**config.mk**
```make
export PLATFORM = sky130hd
export DESIGN_NAME = power_monitor_readback_alert
export DESIGN_NICKNAME = d
export VERILOG_FILES = /design/src/rtl/power_monitor_pkg.sv /design/src/rtl/two_entry_buffer.sv /design/src/rtl/power_monitor_readback_alert.sv
export SDC_FILE = /design/constraint.sdc
export NUM_CORES = 1
export LEC_CHECK = 0
export BUFFER_PORTS_ARGS = -buffer_cell sky130_fd_sc_hd__clkbuf_2
export CORE_MARGIN = 5
export CORE_UTILIZATION = 53
export CTS_CLUSTER_DIAMETER = 50
export DETAILED_ROUTE_END_ITERATION = 16
export PLACE_DENSITY = 0.77
export SYNTH_ARGS = -nofsm -noshare
export SYNTH_HDL_FRONTEND = slang
export SYNTH_SLANG_ARGS = --single-unit
```
**constraint.sdc**
```tcl
create_clock -name clk_sys -period 2.1 [get_ports clk_sys]
set_input_delay 0.42 -clock clk_sys [delete_from_list [all_inputs] [get_ports clk_sys]]
set_output_delay 0.42 -clock clk_sys [all_outputs]
set_load 0.01 [all_outputs]
```
**src/rtl/power_monitor_pkg.sv**
```systemverilog
// shared constants, register layout and types of the power monitor readback
// assumes an i2c byte engine outside decodes addresses and command bytes
package power_monitor_pkg;

  // -------------------------------------------------------------
  // clock and timing
  // -------------------------------------------------------------
  localparam int CLK_PERIOD_NS = 8;          // 125 MHz system clock
  localparam int TRIP_DELAY_CYCLES = 1000;   // default fault delay length

  // -------------------------------------------------------------
  // extended register indices (low two bits of the address byte)
  // -------------------------------------------------------------
  localparam logic [1:0] EXT_ALARM_ENABLE = 2'h1;
  localparam logic [1:0] EXT_CURRENT_ALARM_THRESHOLD = 2'h2;
  localparam logic [1:0] EXT_FORCE_OFF_CONTROL = 2'h3;

  // -------------------------------------------------------------
  // reset values
  // -------------------------------------------------------------
  localparam logic [7:0] ALARM_ENABLE_RST = 8'h04;
  localparam logic [7:0] THRESHOLD_RST = 8'hff;  // adc full scale
  localparam logic [7:0] FORCE_OFF_CONTROL_RST = 8'h00;
  localparam logic [7:0] COMMAND_RST = 8'h00;

  // -------------------------------------------------------------
  // command byte fields
  // -------------------------------------------------------------
  localparam int CMD_VOLTAGE_CONTINUOUS = 0;
  localparam int CMD_VOLTAGE_ONCE = 1;
  localparam int CMD_CURRENT_CONTINUOUS = 2;
  localparam int CMD_CURRENT_ONCE = 3;
  localparam int CMD_STATUS_READ = 6;

  // -------------------------------------------------------------
  // alarm enable fields
  // -------------------------------------------------------------
  localparam int EN_CONV_SINGLE = 0;
  localparam int EN_CONV_FOUR = 1;
  localparam int EN_LATCHED_OC = 2;
  localparam int EN_FORCE_OFF = 3;
  localparam int EN_CLEAR = 4;

  // -------------------------------------------------------------
  // force-off control and status fields
  // -------------------------------------------------------------
  localparam int CTL_SOFTWARE_FORCE_OFF = 0;
  localparam int ST_CONV_OVERCURRENT_SEEN = 0;
  localparam int ST_CONV_ALARM = 1;
  localparam int ST_COMPARATOR_OVERCURRENT = 2;
  localparam int ST_LATCHED_OVERCURRENT_ALARM = 3;
  localparam int ST_FORCE_OFF_STATUS = 4;
  localparam int ST_FORCE_OFF_ALARM = 5;

  // -------------------------------------------------------------
  // types
  // -------------------------------------------------------------
  typedef enum logic [1:0] {
    RB_COMBINED = 2'b00,
    RB_VOLTAGE = 2'b01,
    RB_CURRENT = 2'b10,
    RB_STATUS = 2'b11
  } readback_mode_t;

  typedef enum logic {
    SEQ_IDLE = 1'b0,
    SEQ_SEND = 1'b1
  } seq_state_t;

  typedef struct packed {
    logic [7:0] data;  // byte for the master
    logic last;        // final byte of this read
  } read_byte_t;

  typedef struct packed {
    logic ext;         // extended register write, else command byte
    logic [1:0] addr;  // extended register index
    logic [7:0] data;  // written value
  } cfg_write_t;

endpackage

```
**src/rtl/two_entry_buffer.sv**
```systemverilog
// two-entry valid/ready buffer with registered read data
// assumes both sides share clk_sys; flush drops whatever is held
module two_entry_buffer #(
  parameter int WIDTH = 9
) (
  // clock and reset
  input wire logic clk_sys,
  input wire logic rst_b,
  input wire logic flush,
  // fill side
  input wire logic inValid,
  output logic inReady,
  input wire logic [WIDTH-1:0] inData,
  // drain side
  output logic outValid,
  input wire logic outReady,
  output logic [WIDTH-1:0] outData
);

  // -------------------------------------------------------------
  // storage: head register feeds the output, tail holds the spare
  // -------------------------------------------------------------
  logic [WIDTH-1:0] head_ff;  // word on the output
  logic [WIDTH-1:0] tail_ff;  // second word while the drain stalls
  logic [1:0] count_ff;       // words held, 0..2
  logic push;
  logic pop;

  assign inReady = (count_ff != 2'h2);
  assign outValid = (count_ff != 2'h0);
  assign outData = head_ff;
  assign push = inValid && inReady;
  assign pop = outValid && outReady;

  // occupancy count
  always_ff @(posedge clk_sys or negedge rst_b) begin
    if (!rst_b) begin
      count_ff <= 2'h0;
    end else if (flush) begin
      count_ff <= 2'h0;
    end else begin
      count_ff <= count_ff + {1'b0, push} - {1'b0, pop};
    end
  end

  // head takes the new word when empty or when its one word pops; otherwise a pop moves the tail up
  always_ff @(posedge clk_sys or negedge rst_b) begin
    if (!rst_b) begin
      head_ff <= '0;
      tail_ff <= '0;
    end else begin
      if (push && (count_ff == 2'h0 || (count_ff == 2'h1 && pop))) begin
        head_ff <= inData;
      end else if (pop) begin
        head_ff <= tail_ff;
      end
      // a word lands in the tail only behind an occupied head
      if (push && (count_ff == 2'h2 || (count_ff == 2'h1 && !pop))) begin
        tail_ff <= inData;
      end
    end
  end

endmodule

```
**src/rtl/power_monitor_readback_alert.sv**
```systemverilog
// readback, status and alarm logic of a current/voltage monitor
// assumes an i2c byte engine outside: it hands in decoded register writes,
// signals read starts and stops, and shifts out the bytes offered here

// Overview of operation
// - 8-bit threshold checks current top eight bits
// - force-off deasserts alarm while its enable high
// - combined read returns three packed bytes
// - voltage-only read returns two bytes, zero nibble
// - current-only read returns two bytes, zero nibble
// - single-channel reads hold exactly two bytes
// - status read returns one status byte
// - status bit0: last three conversions overcurrent
// - status bit1 sticky conversion-based alarm
// - status bit2 mirrors live trip comparator
// - status bit3 sticky latched comparator alarm
// - status bit4 set by writing force-off
// - status bit5 sticky force-off alarm
// - clear bit write clears bits 1,3,5
// - alarm low normally, high on fault
// - comparator starts delay, alarm after delay
// - early continuous read acked, returns zeros
// - single-shot self-clears, reads nacked until done
// - clear self-clears; causes may set again
module power_monitor_readback_alert #(
  parameter int TRIP_DELAY = power_monitor_pkg::TRIP_DELAY_CYCLES
) (
  // clock and reset
  input wire logic clk_sys,
  input wire logic rst_b,
  // decoded register writes from the bus engine
  input wire logic cfgValid,
  input wire power_monitor_pkg::cfg_write_t cfgWrite,
  // conversion results from the adc
  input wire logic convValid,
  input wire logic convIsCurrent,
  input wire logic [11:0] convCode,
  // trip-level comparator, high while amplifier exceeds trip input
  input wire logic tripCompAbove,
  // conversion requests to the adc
  output logic voltageContinuous,
  output logic currentContinuous,
  output logic voltageOncePending,
  output logic currentOncePending,
  // read transaction from the bus engine
  input wire logic rdStart,
  input wire logic rdStop,
  output logic rdAckValid,
  output logic rdAckYes,
  // read byte stream toward the bus engine
  output logic byteValid,
  input wire logic byteReady,
  output power_monitor_pkg::read_byte_t byteOut,
  // open-drain alarm pin, driven low when quiet
  output logic alarmOut,
  output logic alarmOe,
  input wire logic alarmIn
);

  // -------------------------------------------------------------
  // configuration registers
  // -------------------------------------------------------------
  localparam int TW = $clog2(TRIP_DELAY + 1);
  localparam logic [TW-1:0] TRIP_MAX = TW'(TRIP_DELAY - 1);

  logic [7:0] command_ff;        // mode bits of the command byte
  logic [3:0] alarmEnable_ff;    // enable bits, clear bit is not stored
  logic [7:0] threshold_ff;      // current_alarm_threshold
  logic softwareForceOff_ff;     // force-off control bit
  logic [1:0] chanSel_ff;        // channels chosen: bit 0 voltage, 1 current

  wire cmdWrite = cfgValid && !cfgWrite.ext;
  wire enWrite = cfgValid && cfgWrite.ext &&
                 cfgWrite.addr == power_monitor_pkg::EXT_ALARM_ENABLE;
  wire thrWrite = cfgValid && cfgWrite.ext &&
                  cfgWrite.addr ==
                  power_monitor_pkg::EXT_CURRENT_ALARM_THRESHOLD;
  wire ctlWrite = cfgValid && cfgWrite.ext &&
                  cfgWrite.addr == power_monitor_pkg::EXT_FORCE_OFF_CONTROL;
  // clear acts for one cycle only, so it reads back as self-cleared
  wire clearPulse = enWrite &&
                    cfgWrite.data[power_monitor_pkg::EN_CLEAR];

  wire voltDone = convValid && !convIsCurrent;
  wire currDone = convValid && convIsCurrent;

  // register writes; single-shot bits drop when their conversion lands
  always_ff @(posedge clk_sys or negedge rst_b) begin
    if (!rst_b) begin
      command_ff <= power_monitor_pkg::COMMAND_RST;
      chanSel_ff <= 2'h0;
      alarmEnable_ff <= power_monitor_pkg::ALARM_ENABLE_RST[3:0];
      threshold_ff <= power_monitor_pkg::THRESHOLD_RST;
      softwareForceOff_ff <= power_monitor_pkg::FORCE_OFF_CONTROL_RST[0];
    end else begin
      if (cmdWrite) begin
        command_ff <= cfgWrite.data;
        // kept apart from the shot bits, which drop once the result lands
        chanSel_ff <= {
          cfgWrite.data[power_monitor_pkg::CMD_CURRENT_CONTINUOUS] ||
            cfgWrite.data[power_monitor_pkg::CMD_CURRENT_ONCE],
          cfgWrite.data[power_monitor_pkg::CMD_VOLTAGE_CONTINUOUS] ||
            cfgWrite.data[power_monitor_pkg::CMD_VOLTAGE_ONCE]};
      end else begin
        if (voltDone) command_ff[power_monitor_pkg::CMD_VOLTAGE_ONCE] <= 1'b0;
        if (currDone) command_ff[power_monitor_pkg::CMD_CURRENT_ONCE] <= 1'b0;
      end
      if (enWrite) alarmEnable_ff <= cfgWrite.data[3:0];
      if (thrWrite) threshold_ff <= cfgWrite.data;
      if (ctlWrite) begin
        softwareForceOff_ff <=
          cfgWrite.data[power_monitor_pkg::CTL_SOFTWARE_FORCE_OFF];
      end
    end
  end

  assign voltageContinuous =
    command_ff[power_monitor_pkg::CMD_VOLTAGE_CONTINUOUS];
  assign currentContinuous =
    command_ff[power_monitor_pkg::CMD_CURRENT_CONTINUOUS];
  assign voltageOncePending = command_ff[power_monitor_pkg::CMD_VOLTAGE_ONCE];
  assign currentOncePending = command_ff[power_monitor_pkg::CMD_CURRENT_ONCE];
  wire oncePending = voltageOncePending || currentOncePending;

  // -------------------------------------------------------------
  // conversion results and threshold history
  // -------------------------------------------------------------
  logic [11:0] voltData_ff;  // zero until the first conversion
  logic [11:0] currData_ff;
  logic [3:0] overHist_ff;   // newest comparison in bit 0

  wire currOver = convCode[11:4] > threshold_ff;

  // results start at zero so an early read returns zeros
  always_ff @(posedge clk_sys or negedge rst_b) begin
    if (!rst_b) begin
      voltData_ff <= 12'h000;
      currData_ff <= 12'h000;
      overHist_ff <= 4'h0;
    end else begin
      if (voltDone) voltData_ff <= convCode;
      if (currDone) begin
        currData_ff <= convCode;
        overHist_ff <= {overHist_ff[2:0], currOver};
      end
    end
  end

  // -------------------------------------------------------------
  // fault delay standing in for the timer capacitor
  // -------------------------------------------------------------
  logic [TW-1:0] tripCnt_ff;  // cycles the comparator has stayed high
  wire timerDone = tripCompAbove && tripCnt_ff == TRIP_MAX;

  // restarts from zero whenever the comparator falls before the end
  always_ff @(posedge clk_sys or negedge rst_b) begin
    if (!rst_b) begin
      tripCnt_ff <= '0;
    end else if (!tripCompAbove) begin
      tripCnt_ff <= '0;
    end else if (tripCnt_ff != TRIP_MAX) begin
      tripCnt_ff <= tripCnt_ff + TW'(1);
    end
  end

  // -------------------------------------------------------------
  // sticky status flags
  // -------------------------------------------------------------
  logic convAlarm_ff;      // conversion-based alarm
  logic latchedOcAlarm_ff; // latched_overcurrent_alarm
  logic forceOffAlarm_ff;  // alarm raised by force-off

  wire forceOffActive = softwareForceOff_ff &&
                        alarmEnable_ff[power_monitor_pkg::EN_FORCE_OFF];
  wire convAlarmSet = currDone &&
    ((alarmEnable_ff[power_monitor_pkg::EN_CONV_SINGLE] && currOver) ||
     (alarmEnable_ff[power_monitor_pkg::EN_CONV_FOUR] && currOver &&
      &overHist_ff[2:0]));
  wire ocAlarmSet = timerDone &&
                    alarmEnable_ff[power_monitor_pkg::EN_LATCHED_OC];

  // a set in the clearing cycle wins, so no event is lost
  always_ff @(posedge clk_sys or negedge rst_b) begin
    if (!rst_b) begin
      convAlarm_ff <= 1'b0;
      latchedOcAlarm_ff <= 1'b0;
      forceOffAlarm_ff <= 1'b0;
    end else begin
      convAlarm_ff <= (convAlarm_ff && !clearPulse) || convAlarmSet;
      latchedOcAlarm_ff <= (latchedOcAlarm_ff && !clearPulse) || ocAlarmSet;
      forceOffAlarm_ff <= (forceOffAlarm_ff && !clearPulse) || forceOffActive;
    end
  end

  // live status byte; reserved upper bits read zero
  wire [7:0] statusLive = {
    2'b00,
    forceOffAlarm_ff,
    softwareForceOff_ff,
    latchedOcAlarm_ff,
    tripCompAbove,
    convAlarm_ff,
    &overHist_ff[2:0]
  };

  // -------------------------------------------------------------
  // alarm pin
  // -------------------------------------------------------------
  // force-off overrides every fault while its enable is set
  wire alarmDrive = (convAlarm_ff || latchedOcAlarm_ff) &&
                    !forceOffActive;
  // open drain: pull low when quiet, release so the pull-up lifts it
  assign alarmOut = 1'b0;
  assign alarmOe = !alarmDrive;

  // -------------------------------------------------------------
  // readback sequencer
  // -------------------------------------------------------------
  power_monitor_pkg::seq_state_t state_ff;
  power_monitor_pkg::readback_mode_t mode_ff;
  logic [1:0] byteIdx_ff;
  logic [11:0] snapV_ff;  // values frozen at the read start
  logic [11:0] snapI_ff;
  logic [7:0] snapS_ff;
  logic ackValid_ff;
  logic ackYes_ff;
  logic bufInReady;
  logic bufOutValid;

  // format follows the last command, so a read after a shot keeps it
  wire vSel = chanSel_ff[0];
  wire iSel = chanSel_ff[1];
  wire power_monitor_pkg::readback_mode_t modeNow =
    command_ff[power_monitor_pkg::CMD_STATUS_READ] ?
      power_monitor_pkg::RB_STATUS :
    (vSel && !iSel) ? power_monitor_pkg::RB_VOLTAGE :
    (iSel && !vSel) ? power_monitor_pkg::RB_CURRENT :
      power_monitor_pkg::RB_COMBINED;

  // bytes a read of each mode carries
  function automatic logic [1:0] byte_total(
    input power_monitor_pkg::readback_mode_t m
  );
    unique case (m)
      power_monitor_pkg::RB_COMBINED: byte_total = 2'd3;
      power_monitor_pkg::RB_VOLTAGE: byte_total = 2'd2;
      power_monitor_pkg::RB_CURRENT: byte_total = 2'd2;
      power_monitor_pkg::RB_STATUS: byte_total = 2'd1;
    endcase
  endfunction

  // byte packing per mode and position
  function automatic logic [7:0] pick_byte(
    input power_monitor_pkg::readback_mode_t m,
    input logic [1:0] idx,
    input logic [11:0] v,
    input logic [11:0] i,
    input logic [7:0] s
  );
    unique case (m)
      power_monitor_pkg::RB_COMBINED: begin
        pick_byte = (idx == 2'd0) ? v[11:4] :
                    (idx == 2'd1) ? i[11:4] : {v[3:0], i[3:0]};
      end
      power_monitor_pkg::RB_VOLTAGE: begin
        pick_byte = (idx == 2'd0) ? v[11:4] : {v[3:0], 4'h0};
      end
      power_monitor_pkg::RB_CURRENT: begin
        pick_byte = (idx == 2'd0) ? i[11:4] : {i[3:0], 4'h0};
      end
      power_monitor_pkg::RB_STATUS: pick_byte = s;
    endcase
  endfunction

  // a read starts only from idle with the buffer drained
  wire startOk = rdStart && state_ff == power_monitor_pkg::SEQ_IDLE &&
                 !bufOutValid;
  wire pushByte = state_ff == power_monitor_pkg::SEQ_SEND && bufInReady;
  wire lastByte = byteIdx_ff == byte_total(mode_ff) - 2'd1;

  power_monitor_pkg::read_byte_t bufIn;
  assign bufIn.data = pick_byte(mode_ff, byteIdx_ff, snapV_ff, snapI_ff,
                                snapS_ff);
  assign bufIn.last = lastByte;

  // answer the address phase: nack while a single shot is pending
  always_ff @(posedge clk_sys or negedge rst_b) begin
    if (!rst_b) begin
      ackValid_ff <= 1'b0;
      ackYes_ff <= 1'b0;
    end else begin
      ackValid_ff <= startOk;
      ackYes_ff <= startOk && !oncePending;
    end
  end
  assign rdAckValid = ackValid_ff;
  assign rdAckYes = ackYes_ff;

  // sequencer walks the bytes of the mode frozen at the start
  always_ff @(posedge clk_sys or negedge rst_b) begin
    if (!rst_b) begin
      state_ff <= power_monitor_pkg::SEQ_IDLE;
      mode_ff <= power_monitor_pkg::RB_COMBINED;
      byteIdx_ff <= 2'd0;
      snapV_ff <= 12'h000;
      snapI_ff <= 12'h000;
      snapS_ff <= 8'h00;
    end else if (rdStop) begin
      state_ff <= power_monitor_pkg::SEQ_IDLE;
    end else begin
      unique case (state_ff)
        power_monitor_pkg::SEQ_IDLE: begin
          if (startOk && !oncePending) begin
            state_ff <= power_monitor_pkg::SEQ_SEND;
            mode_ff <= modeNow;
            byteIdx_ff <= 2'd0;
            snapV_ff <= voltData_ff;
            snapI_ff <= currData_ff;
            snapS_ff <= statusLive;
          end
        end
        power_monitor_pkg::SEQ_SEND: begin
          if (pushByte) begin
            byteIdx_ff <= byteIdx_ff + 2'd1;
            if (lastByte) state_ff <= power_monitor_pkg::SEQ_IDLE;
          end
        end
      endcase
    end
  end

  // stall by the bus engine holds bytes here without loss
  two_entry_buffer #(
    .WIDTH($bits(power_monitor_pkg::read_byte_t))
  ) u_buffer (
    .clk_sys(clk_sys),
    .rst_b(rst_b),
    .flush(rdStop),
    .inValid(pushByte),
    .inReady(bufInReady),
    .inData(bufIn),
    .outValid(bufOutValid),
    .outReady(byteReady),
    .outData(byteOut)
  );
  assign byteValid = bufOutValid;
endmodule

```
==> summary.md, run 1 <==
| Metric | Value |
|---|---|
| Status | finished clean |
| First-pass GRT wire length | 19500 µm |
| Crit. End Element | flop |
| Max Cap Viol | 0 |
| Die width | 111 µm |
| Switching Share | 0.315 |
| Tmin final | 1980 ps |
| # clock sinks | 117 |
| Post-Syn Area | 0.00545 mm² |
| Layout cell share with drive strength beyond 1 | 0.340 |
| Syn Inst Count | 454 |
| Initial core utilization | 0.535 |
| Initial antenna violation count | 0 |
| Pin count of the biggest net entering global routing | 43 |
| Die ar. | 0.0124 mm² |
| Cell taking the most area after synthesis | dfrtp_1 |
| Synth cell types | 48 |
| Max-slew violations | 0 |
| GR Overflow Total | 0 |
| Worst hold path class | input pin to flop |
| Worst Path Required | 2470 ps |
| Final Core Density | 0.636 |
| Fin nets | 567 |
| Net Count, Synth | 504 |
| Skew final | 11.4 ps |
| Initial DRC count | 205 |
| Final hold vios | 0 |
| Die Y-Extent | 111 µm |
| Clock power frac | 0.317 |
| Antenna viol nets, final | 0 |
| Psw | 2.72 mW |
| Setup TNS | 0 ps |
| Maximum fanout along the worst path | 35 |
| Power Internal | 5.92 mW |
| Clk Latency, worst-skew pair | 500 ps |
| Port bufs | 48 |
| Drt drc | 0 |
| CTS root buf | clkbuf_8 |
| Primary FF master, synth | dfrtp_1 |
| Routed vias | 3709 |
| Seq/Total Area, Yosys | 0.539 |
| CTS tree | done |
| PwrDens | 1330 mW/mm² |
| Reg power frac | 0.396 |
| YS warnings | 0 |
| Routed WL per cell | 16.8 µm |
| Startpoint types | flop |
| Data arrival, critical path | 2350 ps |
| Synth top cells by count | dfrtp_1 (108), mux2_2 (74), nand2_1 (54), o21ai_0 (24), inv_1 (22) |
| Final Cycle Share | 0.943 |
| CTS clk-pin slew, worst paths | 60 ps |
| Kind of critical path | flop to flop |
| Synth area leaders | dfrtp_1 (50%), mux2_2 (15%), dfstp_2 (4.3%), ha_1 (3.9%), nand2_1 (3.7%) |
| Vias per cell | 5.57 |
| Total Routing Usage GR | 0.195 |
| Yosys top cell area share | 0.496 |
| Area Growth Syn to Fin | 18.9% |
| Inserted Diodes | 0 |
| Count leader, synth | dfrtp_1 |
| GP Congestion | 0.856 |
| HPWL Detailed | 7960 µm |
| Worst vdd ir | 0.757 mV |
| Number of cell rows | 37 |
| Fmax | 505 MHz |
| TritonRoute pass-1 iters | 4 |
| Combinational share of power | 0.287 |
| Worst slew pin tran | 543 ps |
| Leak | 3.07 nW |
| Syn Area/Cell | 12.0 µm² |
| RSZ-0062 raised after global routing | false |
| Vias in the first global route | 3946 |
| CTS Buf Count | 17 |
| Setup Fix Bufs, Post-CTS | 0 |
| Post-synth ARST share | 1.00 |
| Core ar. | 0.0102 mm² |
| CTS H-tree depth | 4 |
| FF+latch count, synth | 117 |
| Clock buffer depth | 2 |
| Number of setup violations in the final report | 0 |
| Max_slew headroom | 0.638 |
| Final wirelength | 11200 µm |
| I/O pin cnt | 51 |
| Post-synth EDFFs | 0 |
==> stage by stage <==
| step | instance area [µm²] | instances | hold WS, ps | setup slack, ps | power [mW] |
|---|---|---|---|---|---|
| 2_1_floorplan | 5450 | 454 | 124 | 72.8 | 5.11 |
| 3_3_place_gp | 5890 | 633 | 432 | 147 | 5.76 |
| 3_5_place_dp | 5890 | 633 | 441 | 73.7 | 5.91 |
| 4_1_cts | 6480 | 666 | 140 | 59.9 | 8.67 |
| 5_1_grt | 6480 | 666 | 135 | 10.3 | 9.17 |
| 6_report | 6480 | 666 | 153 | 120 | 8.63 |
==> critical path, cell delays in order (launching register included) <==
cell and delay (ps):
dfrtp_1 430, or4b_4 570, nor4_4 210, buf_12 250, mux2_2 380
==> cell type report <==
| type | count | area (µm²) |
|---|---|---|
| clock inverters | 12 | 129 |
| fillers | 778 | 3700 |
| repair buffers | 62 | 375 |
| inverters | 22 | 82.6 |
| flip-flops and latches | 117 | 2940 |
| multi-input cells | 297 | 2340 |
| clock buffers | 20 | 445 |
| well taps | 136 | 170 |
==> cell usage in the layout, fill, tap and decap left out, types with 4 or more instances in the layout <==
cell type,n
dfrtp_1,108
mux2_2,74
nand2_1,53
clkbuf_2,47
o21ai_0,24
inv_1,22
mux2i_1,20
ha_1,16
clkbuf_16,16
buf_4,12
a21oi_1,11
dfstp_2,9
nor2_1,6
o211ai_1,6
nand3_1,6
and2_1,6
nor2b_1,5
or3_1,5
xor2_1,5
xnor2_1,5
a22oi_1,4
o22ai_1,4
a32oi_1,4
o221ai_1,4
nor3_1,4
clkinv_2,4
==> registers in the layout, indices dropped and copies added, names as in the netlist, 3 cells and up <==
name	flops
currData_ff	12
snapI_ff	12
snapV_ff	12
voltData_ff	12
tripCnt_ff	10
u_buffer.outData	9
u_buffer.tail_ff	9
threshold_ff	8
snapS_ff	6
command_ff	5
alarmEnable_ff	4
overHist_ff	3
==> layer usage <==
| layer | global-route usage | part of all wire |
|---|---|---|
| met1 | 0.261 | 0.45 |
| met2 | 0.319 | 0.50 |
| met3 | 0.0516 | 0.036 |
| met4 | 0.0511 | 0.010 |
| met5 | 0 | 0 |
==> cells by family after synthesis <==
group                      count (synthesis)  synth area share
AOI/OAI and AO/OA                         72            0.0866
xor gates and xnor gates                  10            0.0161
adders and majority gates                 17            0.0390
buffers and inverters                     40            0.0324
DFF                                      117             0.539
muxes                                     95             0.192
other                                      1          0.000688
and+or+nand+nor                          102            0.0941
==> worst paths after layout <==
kind,from,endpoint,slack [ps],cells past startpoint
worst max-delay path,u_buffer.count_ff[1]$_DFF_PN0_,snapS_ff[5]$_DFFE_PN0P_,120,4
worst min-delay path,cfgWrite[7],threshold_ff[7]$_DFFE_PN1P_,150,2
worst max register to register,u_buffer.count_ff[1]$_DFF_PN0_,snapS_ff[5]$_DFFE_PN0P_,120,4
worst min register to register,alarmEnable_ff[2]$_DFFE_PN1P_,alarmEnable_ff[2]$_DFFE_PN1P_,480,2
max in group asynchronous,rst_b,u_buffer.outData[7]$_DFFE_PN0P_,920,3
min in group asynchronous,rst_b,alarmEnable_ff[0]$_DFFE_PN0P_,450,2
==> power by group through the flow <==
stage / clock [mW] / sequential, mW / combinational (mW)
6_report: 2.74 / 3.42 / 2.48
5_1_grt: 2.89 / 3.51 / 2.77
4_1_cts: 2.76 / 3.41 / 2.50
3_5_place_dp: 0 / 3.45 / 2.47
3_3_place_gp: 0 / 3.40 / 2.36
2_1_floorplan: 0 / 3.29 / 1.82
==> what timing repair did <==
action / CTS / global route
resized for setup: 0 / 1
setup endpoints to repair: 0 / 3
endpoints found under the hold margin: 30 / 0
hold buffers: 1 / 0
(Power assumes the default switching activity.)
==> run 2, diff against run 1 <==
- CORE_MARGIN: 5 -> default
==> summary.md, run 2 (synthesized netlist as in run 1, its figures left out) <==
| Metric | Value |
|---|---|
| Fin nets | 567 (unchanged) |
| Number of setup violations in the final report | 0 (unchanged) |
| Inserted Diodes | 0 (unchanged) |
| Crit-path cells | or4b_4, nor4_4, buf_12, mux2_2 (unchanged) |
| CP max-delay cell | or4b_4 (unchanged) |
| Switching Share | 0.314 (was 0.315) |
| Max-slew violations | 0 (unchanged) |
| Final Power | 8.76 mW (was 8.63 mW) |
| R2r worst-path depth | 4 (unchanged) |
| Crit. End Element | flop (unchanged) |
| Total Routing Usage GR | 0.226 (was 0.195) |
| Drt drc | 0 (unchanged) |
| Initial core utilization | 0.552 (was 0.535) |
| TritonRoute pass-1 iters | 5 (was 4) |
| CTS root buf | clkbuf_8 (unchanged) |
| Worst Path Buf+Inv | 1 (unchanged) |
| Max Cap Viol | 0 (unchanged) |
| Worst Path Required | 2490 ps (was 2470 ps) |
| Pin count of the biggest net entering global routing | 43 (unchanged) |
| Skew final | 6.26 ps (was 11.4 ps) |
| Die Y-Extent | 103 µm (was 111 µm) |
| Area Growth Syn to Fin | 19.4% (was 18.9%) |
| First-pass GRT wire length | 17800 µm (was 19500 µm) |
| Design Area, Final | 0.00650 mm² (was 0.00648 mm²) |
| Data arrival, critical path | 2370 ps (was 2350 ps) |
| Tmin final | 1970 ps (was 1980 ps) |
| Clk Latency, worst-skew pair | 520 ps (was 500 ps) |
| PwrDens | 1350 mW/mm² (was 1330 mW/mm²) |
| Maximum fanout along the worst path | 35 (unchanged) |
| Combinational share of power | 0.285 (was 0.287) |
| Final Core Density | 0.659 (was 0.636) |
| Number of cell rows | 36 (was 37) |
| Fin worst setup slack | 126 ps (was 120 ps) |
| Worst Setup SP | u_buffer.count_ff[0]$_DFF_PN0_ (was u_buffer.count_ff[1]$_DFF_PN0_) |
| CTS Buf Count | 17 (unchanged) |
| Core ar. | 0.00986 mm² (was 0.0102 mm²) |
| R2R setup slack | 130 ps (was 120 ps) |
| CP top delay family | simple AND/OR/NAND/NOR gates (unchanged) |
| Hold slack | 133 ps (was 153 ps) |
| I/O pin cnt | 51 (unchanged) |
| Vias per cell | 5.57 (about the same) |
| Routed WL per cell | 16.6 µm (was 16.8 µm) |
| Worst path depth | 4 (unchanged) |
| Max_slew headroom | 0.613 (was 0.638) |
| Setup TNS | 0 ps (unchanged) |
| Final Cycle Share | 0.940 (was 0.943) |
| RSZ-0062 raised after global routing | false (unchanged) |
| Leading cell type in the layout, fill and taps excluded | dfrtp_1 (unchanged) |
| CTS clk-pin slew, worst paths | 60 ps (about the same) |
| Leak | 3.08 nW (was 3.07 nW) |
| CTS H-tree depth | 4 (unchanged) |
| Antenna viol nets, final | 0 (unchanged) |
| Kind of critical path | flop to flop (unchanged) |
| Worst vdd ir | 0.773 mV (was 0.757 mV) |
| Initial antenna violation count | 0 (unchanged) |
| Routed vias | 3695 (was 3709) |
| CP max stage delay | 590 ps (was 570 ps) |
| Status | finished clean (unchanged) |
| GP Congestion | 0.861 (was 0.856) |
| Reg power frac | 0.391 (was 0.396) |
| Die width | 103 µm (was 111 µm) |
| Fmax | 507 MHz (was 505 MHz) |
| Power Internal | 6.01 mW (was 5.92 mW) |
| HPWL Detailed | 7660 µm (was 7960 µm) |
| GR Overflow Total | 0 (unchanged) |
| Worst slew pin tran | 579 ps (was 543 ps) |
| Clock buffer depth | 2 (unchanged) |
| Startpoint types | flop (unchanged) |
| Setup Fix Bufs, Post-CTS | 0 (unchanged) |
| Cell Count, Final, Fillers Out | 663 (was 666) |
| # clock sinks | 117 (unchanged) |
| Worst r2r src | u_buffer.count_ff[0]$_DFF_PN0_ (was u_buffer.count_ff[1]$_DFF_PN0_) |
| Cell Area, Placed | 0.00590 mm² (was 0.00589 mm²) |
| Most frequent cells in the layout | dfrtp_1 (108), mux2_2 (74), nand2_1 (53) (unchanged) |
| Worst hold path class | input pin to flop (unchanged) |
| Worst setup path end | snapI_ff[11]$_DFFE_PN0P_ (was snapS_ff[5]$_DFFE_PN0P_) |
| Layout cell share with drive strength beyond 1 | 0.340 (unchanged) |
| Final hold vios | 0 (unchanged) |
| Reg-to-Reg End | snapI_ff[11]$_DFFE_PN0P_ (was snapS_ff[5]$_DFFE_PN0P_) |
| Dpl ws | 36.8 ps (was 73.7 ps) |
| Initial DRC count | 193 (was 205) |
| Die ar. | 0.0107 mm² (was 0.0124 mm²) |
| Placed insts | 630 (was 633) |
| Final wirelength | 11000 µm (was 11200 µm) |
| Clock power frac | 0.324 (was 0.317) |
| CTS tree | done (unchanged) |
| Vias in the first global route | 3665 (was 3946) |
| Port bufs | 48 (unchanged) |
| Psw | 2.75 mW (was 2.72 mW) |
[run 2: worst min-delay path by stage]
| stage | start | end | slack [ps] | cells past startpoint |
|---|---|---|---|---|
| detailed placement | rst_b | snapV_ff[10]$_DFFE_PN0P_ | 450 | 1 |
| floorplan | rst_b | alarmEnable_ff[0]$_DFFE_PN0P_ | 120 | 0 |
| global placement | rst_b | voltData_ff[10]$_DFFE_PN0P_ | 440 | 1 |
| global route | cfgWrite[2] | alarmEnable_ff[2]$_DFFE_PN1P_ | 130 | 3 |
| finish | cfgWrite[2] | alarmEnable_ff[2]$_DFFE_PN1P_ | 130 | 3 |
| CTS | cfgWrite[2] | alarmEnable_ff[2]$_DFFE_PN1P_ | 110 | 3 |
[run 2: repair_timing]
action / CTS / global route
hold endpoints to repair: 39 / 0
endpoints found under the setup margin: 0 / 7
gates resized for setup: 0 / 1
hold buffers: 1 / 0
[run 2: cell type report]
type | instances | area, µm²
well taps | 133 | 166
repair buffers | 62 | 388
fillers | 718 | 3360
inverters | 22 | 82.6
multi-input cells | 297 | 2340
clock buffers | 19 | 432
flip-flops and latches | 117 | 2940
clock inverters | 13 | 158
[run 2: power groups by stage]
stage                     Clock [mW]  Combinational [mW]  Sequential (mW)
final                           2.84                2.50             3.43
after global routing            2.97                2.79             3.50
after CTS                       2.88                2.50             3.42
after detailed placement           0                2.47             3.44
after global placement             0                2.36             3.40
after floorplan                    0                1.82             3.29
[run 2: worst register-to-register path, cell delays in order (launching register included)]
cell     delay [ps]
dfrtp_1         410
or4b_4          590
nor4_4          210
buf_12          250
mux2_2          390
[run 2: metal layers]
metal,GRT usage,wire [µm]
met1,0.296,5010
met2,0.372,5480
met3,0.0504,365
met4,0.0758,169
met5,0,0
